### config.mk
export PLATFORM = sky130hd
export DESIGN_NAME = ict_ctrl
export DESIGN_NICKNAME = d
export VERILOG_FILES = /design/src/rtl/ict_pkg.sv /design/src/rtl/ict_ctrl.sv /design/src/rtl/ict_dom_timer.sv
export VERILOG_INCLUDE_DIRS = /design/src /design/src/rtl
export SDC_FILE = /design/constraint.sdc
export NUM_CORES = 1
export LEC_CHECK = 0
export ABC_AREA = 1
export BUFFER_PORTS_ARGS = -buffer_cell sky130_fd_sc_hd__buf_2
export CAP_MARGIN = 25
export CORE_AREA = 2 2 100 102
export DETAILED_ROUTE_END_ITERATION = 10
export DIE_AREA = 0 0 102 104
export HOLD_SLACK_MARGIN = 0.15
export PLACE_DENSITY = 0.42
export SLEW_MARGIN = 10
export SYNTH_ARGS = -nofsm -noshare
export SYNTH_HDL_FRONTEND = slang
export SYNTH_SLANG_ARGS = --single-unit
### constraint.sdc
create_clock -name clk -period 1.65 [get_ports clk]
set_input_delay 0.0825 -clock clk [delete_from_list [all_inputs] [get_ports clk]]
set_output_delay 0.0825 -clock clk [all_outputs]
set_load 0.01 [all_outputs]
### src/rtl/ict_params.svh
// Constants for the isolated CAN transceiver control block
`ifndef ICT_PARAMS_SVH
`define ICT_PARAMS_SVH

`define ICT_CLK_PERIOD_NS   25
`define ICT_DOM_TIMEOUT_NS  1200000
`define ICT_DOM_TIMEOUT_CYC ((`ICT_DOM_TIMEOUT_NS + `ICT_CLK_PERIOD_NS - 1) / `ICT_CLK_PERIOD_NS)

`define ICT_NPINS           9
`define ICT_PIN_TXD         0
`define ICT_PIN_SBY         1
`define ICT_PIN_HOT         2
`define ICT_PIN_COOL        3
`define ICT_PIN_HFLT        4
`define ICT_PIN_LFLT        5
`define ICT_PIN_SHORT       6
`define ICT_PIN_DHI         7
`define ICT_PIN_DLO         8
`define ICT_PIN_IDLE        9'h001

`define ICT_CNT_W           32
`define ICT_CNT_ZERO        32'h0000_0000
`define ICT_CNT_ONE         32'h0000_0001

`endif

### src/rtl/ict_pkg.sv
// Types for the isolated CAN transceiver control block
package ict_pkg;
    typedef enum logic {TH_RUN, TH_SHUT} ict_therm_t;
endpackage

### src/rtl/ict_ctrl.sv
// Digital control of an isolated CAN transceiver
// Notes on behaviour
// - A high standby select disables the bus driver; low means normal operation.
// - Low transmit data drives the bus dominant, high leaves it recessive.
// - In normal operation, transmit data low beyond the dominant timeout disables the driver and forces receive high.
// - After a timeout the driver stays off until transmit data rises.
// - Receive goes low above the upper differential threshold and high below the lower one.
// - Shorted or undriven terminated lines give a high receive output.
// - A line pulled past either fault level is set to high impedance.
// - Over-temperature floats both lines and stops all functions until the cool level is reached.
// - A driver short limits drive, and normal drive returns by itself once it clears.
`timescale 1ns/1ps
`default_nettype none
`include "ict_params.svh"

module ict_ctrl #(
    parameter int DOM_TIMEOUT_CYC = `ICT_DOM_TIMEOUT_CYC
) (
    input  wire logic clk,
    input  wire logic rst,
    input  wire logic txd,
    input  wire logic standby_select,
    input  wire logic temp_over_hot,
    input  wire logic temp_below_hyst,
    input  wire logic canh_fault,
    input  wire logic canl_fault,
    input  wire logic drv_short,
    input  wire logic diff_above_hi,
    input  wire logic diff_below_lo,
    output logic      rxd,
    output logic      canh_dom,
    output logic      canl_dom,
    output logic      canh_oe,
    output logic      canl_oe,
    output logic      drive_limit,
    output logic      standby_active,
    output logic      thermal_off,
    output logic      dom_fault
);

    ////////////////////////////////////////////////////////////////////////////
    // Pin synchronisers
    logic [`ICT_NPINS-1:0] pins_in;
    logic [`ICT_NPINS-1:0] meta_r;
    logic [`ICT_NPINS-1:0] pin_r;

    assign pins_in = {diff_below_lo, diff_above_hi, drv_short, canl_fault, canh_fault,
                      temp_below_hyst, temp_over_hot, standby_select, txd};

    always_ff @(posedge clk)
    begin
        if (rst)
        begin
            meta_r <= `ICT_PIN_IDLE;
            pin_r  <= `ICT_PIN_IDLE;
        end
        else
        begin
            meta_r <= pins_in;
            pin_r  <= meta_r;
        end
    end

    wire txd_s   = pin_r[`ICT_PIN_TXD];
    wire sby_s   = pin_r[`ICT_PIN_SBY];
    wire hot_s   = pin_r[`ICT_PIN_HOT];
    wire cool_s  = pin_r[`ICT_PIN_COOL];
    wire hflt_s  = pin_r[`ICT_PIN_HFLT];
    wire lflt_s  = pin_r[`ICT_PIN_LFLT];
    wire short_s = pin_r[`ICT_PIN_SHORT];
    wire dhi_s   = pin_r[`ICT_PIN_DHI];
    wire dlo_s   = pin_r[`ICT_PIN_DLO];

    ////////////////////////////////////////////////////////////////////////////
    // Thermal state
    ict_pkg::ict_therm_t therm_r;
    ict_pkg::ict_therm_t therm_nxt;

    always_comb
    begin
        therm_nxt = therm_r;
        unique case (therm_r)
            ict_pkg::TH_RUN:  if (hot_s) therm_nxt = ict_pkg::TH_SHUT;
            ict_pkg::TH_SHUT: if (cool_s && !hot_s) therm_nxt = ict_pkg::TH_RUN;
        endcase
    end

    wire shut = (therm_r == ict_pkg::TH_SHUT);

    ////////////////////////////////////////////////////////////////////////////
    // Dominant timeout
    logic txd_prev_r;
    logic dom_fault_r;
    logic expired;

    wire txd_rise = txd_s && !txd_prev_r;

    ict_dom_timer #(
        .DOM_TIMEOUT_CYC (DOM_TIMEOUT_CYC)
    ) u_timer (
        .clk        (clk),
        .rst        (rst),
        .txd_low    (!txd_s),
        .hold_clear (sby_s || shut),
        .expired    (expired)
    );

    // set wins, cleared only by rising edge
    wire dom_fault_nxt = expired || (dom_fault_r && !txd_rise);

    ////////////////////////////////////////////////////////////////////////////
    // Driver and receiver decode
    // driver enable
    wire tx_en = !sby_s && !shut && !dom_fault_r && !expired;
    wire dom_nxt = tx_en && !txd_s;
    wire h_oe_nxt = !shut && !hflt_s;
    wire l_oe_nxt = !shut && !lflt_s;
    wire limit_nxt = dom_nxt && short_s;
    // Hysteresis band holds last value; upper threshold wins on overlap
    // thresholds, forced high on faults
    wire force_hi = shut || dom_fault_r || expired;
    wire rxd_nxt  = force_hi ? 1'h1 : dhi_s ? 1'h0 : dlo_s ? 1'h1 : rxd;

    ////////////////////////////////////////////////////////////////////////////
    // Output registers
    always_ff @(posedge clk)
    begin
        if (rst)
        begin
            therm_r        <= ict_pkg::TH_RUN;
            txd_prev_r     <= 1'h1;
            dom_fault_r    <= 1'h0;
            rxd            <= 1'h1;
            canh_dom       <= 1'h0;
            canl_dom       <= 1'h0;
            canh_oe        <= 1'h0;
            canl_oe        <= 1'h0;
            drive_limit    <= 1'h0;
            standby_active <= 1'h0;
            thermal_off    <= 1'h0;
            dom_fault      <= 1'h0;
        end
        else
        begin
            therm_r        <= therm_nxt;
            txd_prev_r     <= txd_s;
            dom_fault_r    <= dom_fault_nxt;
            rxd            <= rxd_nxt;
            canh_dom       <= dom_nxt;
            canl_dom       <= dom_nxt;
            canh_oe        <= h_oe_nxt;
            canl_oe        <= l_oe_nxt;
            drive_limit    <= limit_nxt;
            standby_active <= sby_s && !shut;
            thermal_off    <= therm_nxt == ict_pkg::TH_SHUT;
            dom_fault      <= dom_fault_nxt;
        end
    end
endmodule
`default_nettype wire

### src/rtl/ict_dom_timer.sv
// Dominant timeout timer for the transmit path
`timescale 1ns/1ps
`default_nettype none
`include "ict_params.svh"

module ict_dom_timer #(
    parameter int DOM_TIMEOUT_CYC = `ICT_DOM_TIMEOUT_CYC
) (
    input  wire logic clk,
    input  wire logic rst,
    input  wire logic txd_low,
    input  wire logic hold_clear,
    output logic      expired
);

    logic [`ICT_CNT_W-1:0] count_r;
    logic [`ICT_CNT_W-1:0] count_nxt;
    logic [`ICT_CNT_W-1:0] limit;
    logic                  at_limit;

    assign limit    = DOM_TIMEOUT_CYC[`ICT_CNT_W-1:0];
    assign at_limit = (count_r >= limit);
    // Only while data is low, so the rising edge is free to clear the fault
    assign expired  = at_limit && txd_low && !hold_clear;

    assign count_nxt = (hold_clear || !txd_low) ? `ICT_CNT_ZERO :
                       at_limit ? count_r : count_r + `ICT_CNT_ONE;

    always_ff @(posedge clk)
    begin
        if (rst)
            count_r <= `ICT_CNT_ZERO;
        else
            count_r <= count_nxt;
    end
endmodule
`default_nettype wire

==> impl_results.md <==
- CP Data Arrival Time: 1.70 ns
- Hold Slack: 0.391 ns
- N_diodes: 0
- RR Startpoint: u_timer.count_r[0]$_SDFFE_PP0P_
- Number of distinct library cells after synthesis: 24
- Total Power: 2690 µW
- Fin crit share: 86.3%
- Fin. Hold Viols: 0
- Vias in the first global route: 1807
- Synth-to-layout area growth: 22.9%
- Fin. max-slew vios: 0
- Clock Latency Late Sink: 0.33 ns
- Filler Cell Count: 1076
- Relative slew margins: 79.1%
- Top-area cell type share of the netlist area: 50.6%
- Die width: 102 µm
- Top FF cell, synth: dfxtp_1
- Number of warning messages in the yosys log: 0
- Period minus WS final: 1.42 ns
- Drt initial violations: 56
- Crit path from: u_timer.count_r[0]$_SDFFE_PP0P_
- Wirelength per Cell: 9.28 µm
- Syn_nets: 326
- Setup CP Type: reg -> reg
- Routability cong.: 0.758
- Layout cell share with drive strength beyond 1: 15.3%
- CTS tree: built
- Top-Level Pins: 20
- EDFF count, synth: 0
- Mean post-synth cell area: 7.45 µm²
- Slew @ Worst Pin: 0.312 ns
- HP Start: pin_r[4]$_SDFF_PP0_
- Crit path max fanout: 5
- Startpoint class of the critical path: register
- Cell area after synthesis: 2330 µm²
- Switching fraction of total power: 24.0%
- Internal power: 2040 µW
- Lkg Pwr: 0.00114 µW
- Most frequent cells after synthesis: 71 x nand2_1, 68 x nor2_1, 59 x dfxtp_1
- CTS Buf Count: 9
- Final ANT Viol Nets: 0
- Final #Nets: 362
- Net Sw Power: 646 µW
- Half-perimeter wire length after placement: 2.94 mm
- RSZ-0062 raised after global routing: no
- Clock sink count: 59
- Worst Path Required: 1.93 ns
- Sequential cell area fraction in the yosys report: 50.6%
- Setup Viol. Count Final: 0
- Util after Layout: 30.0%
- Core ar.: 9550 µm²
- Fmax: 0.703 GHz
- Die area: 10600 µm²
- Initial core utilization: 24.4%
- Fin Setup TNS: 0 ns
- Clock Power Share: 42.2%
- Post-route DRC: 0
- Initial antenna violation count: 0
- Max-Cap Viols: 0
- Root buffer cell: clkbuf_8
- Overflow after GRT: 0
- Via count: 1848
- Htree depth: 3
- Reg clk slew, reported paths: 0.07 ns
- GRT Util Overall: 9.77%
- Row Count: 36
- Ys async rst share: 0%
- Synth Register Bits: 59
- Synth area leaders: dfxtp_1 51%, nand2_1 11%, nor2_1 11%
- Via-to-Cell Ratio: 3.79
- DR pass1 iterations: 4
- Post-Route WL: 4.52 mm
- Largest net degree at the start of global routing: 32
- Mapped Cells: 313
- Global-route wire length before repair: 8.09 mm
- Status: finished, final reports clean
- Die Ht: 104 µm
- Power Density: 939 nW/µm²
- Comb pwr share: 3.5%
- Crit end category: register
- Worst min-delay path category: reg -> reg
- Final clock skew: 0.00981 ns
- Buffers on Ports: 19
- Maximum buffer depth of the clock tree: 2
- Maximum vdd drop: 0.000609 V
- Count leader, synth: nand2_1
- Sequential fraction of design power: 54.4%
- Synth area leader: dfxtp_1
==> kinds of logic (layout without fill, tap and decap cells) <==
logic type	Yosys count	after routing	synth area share (%)
AND/OR/NAND/NOR	160	160	28.4
buffers and inverters	61	102	10.8
flip-flops	59	59	50.6
AO/OA/AOI/OAI	24	24	6.49
XOR/XNOR	7	7	2.63
adder cells (fa/ha/maj)	2	2	1.07
==> layout by cell type (no fill, tap or decap) <==
cell / count
o21ai_0: 5
nor2_2: 2
dlygate4sd3_1: 10
buf_2: 19
xnor2_1: 4
ha_1: 2
o21bai_1: 2
buf_4: 2
clkbuf_8: 9
clkinv_2: 2
inv_6: 1
xor2_1: 3
nand2_4: 1
nor2_1: 68
nor2_4: 1
a21oi_2: 7
buf_12: 2
inv_2: 1
a21oi_1: 10
nor3b_2: 1
clkinvlp_4: 3
nand3_1: 7
dfxtp_1: 59
nand2_1: 71
inv_1: 52
or2_2: 3
nor3b_1: 1
nand4_1: 5
clkbuf_1: 1
==> power groups by stage <==
stage | clock network (µW) | logic [µW] | registers (µW)
after floorplan | 0 | 41.0 | 1500
after global placement | 0 | 77.2 | 1490
after detailed placement | 0 | 76.7 | 1500
after CTS | 1200 | 94.8 | 1460
after global routing | 1260 | 107 | 1470
final | 1130 | 94.0 | 1460
==> cell type report <==
cell class / instances / area (µm²) / share of cell area [%]
clock buffers: 10 / 128 / 4.45
flip-flops and latches: 59 / 1180 / 41.2
repair buffers: 33 / 250 / 8.73
clock inverters: 6 / 41.3 / 1.44
well taps: 133 / 166 / 5.81
inverters: 53 / 199 / 6.94
multi-input cells: 193 / 900 / 31.4
==> through the flow <==
stage	setup WS [ns]	cells	cell area, µm²
5_1_grt	0.0657	487	2870
3_3_place_gp	0.191	460	2580
2_1_floorplan	0.322	313	2330
6_report	0.227	487	2870
4_1_cts	0.180	486	2850
3_5_place_dp	0.202	460	2580
==> registers in the layout (all words and copies together), names as in the netlist <==
signal,cells
standby_active,1
txd_prev_r,1
drive_limit,1
canl_oe,1
dom_fault_r,1
rxd,1
pin_r,9
meta_r,9
u_timer.count_r,32
shut,1
canh_oe,1
canl_dom,1
==> path summary, 6_finish.rpt <==
kind | to | slack [ns] | cells past startpoint
worst min register to register | canh_oe$_SDFF_PP0_ | 0.39 | 1
worst max-delay path | u_timer.count_r[8]$_SDFFE_PP0P_ | 0.23 | 7
worst min-delay path | canh_oe$_SDFF_PP0_ | 0.39 | 1
worst max register to register | u_timer.count_r[8]$_SDFFE_PP0P_ | 0.23 | 7
==> routing by layer <==
| metal | routed length, µm | global-route usage, % | vias up |
|---|---|---|---|
| li1 | - | - | 1005 |
| met1 | 2170 | 11.7 | 802 |
| met2 | 2090 | 15.3 | 30 |
| met3 | 182 | 3.70 | 11 |
| met4 | 83 | 4.57 | 0 |
| met5 | 0 | 0 | - |
==> timing repair <==
action | 4_1_cts | 5_1_grt
endpoints found under the setup margin | 0 | 9
gates resized for setup | 0 | 0
endpoints found under the hold margin | 12 | 0
hold buffers | 10 | 0
setup buffers | 0 | 1
==> worst max-delay path, cell delays in order, from the launching register on <==
cell	delay (ns)
dfxtp_1	0.41
ha_1	0.20
inv_1	0.04
nor2_1	0.26
nand2_1	0.11
xnor2_1	0.15
nand2_1	0.08
a21oi_2	0.12
(Power assumes the default switching activity.)
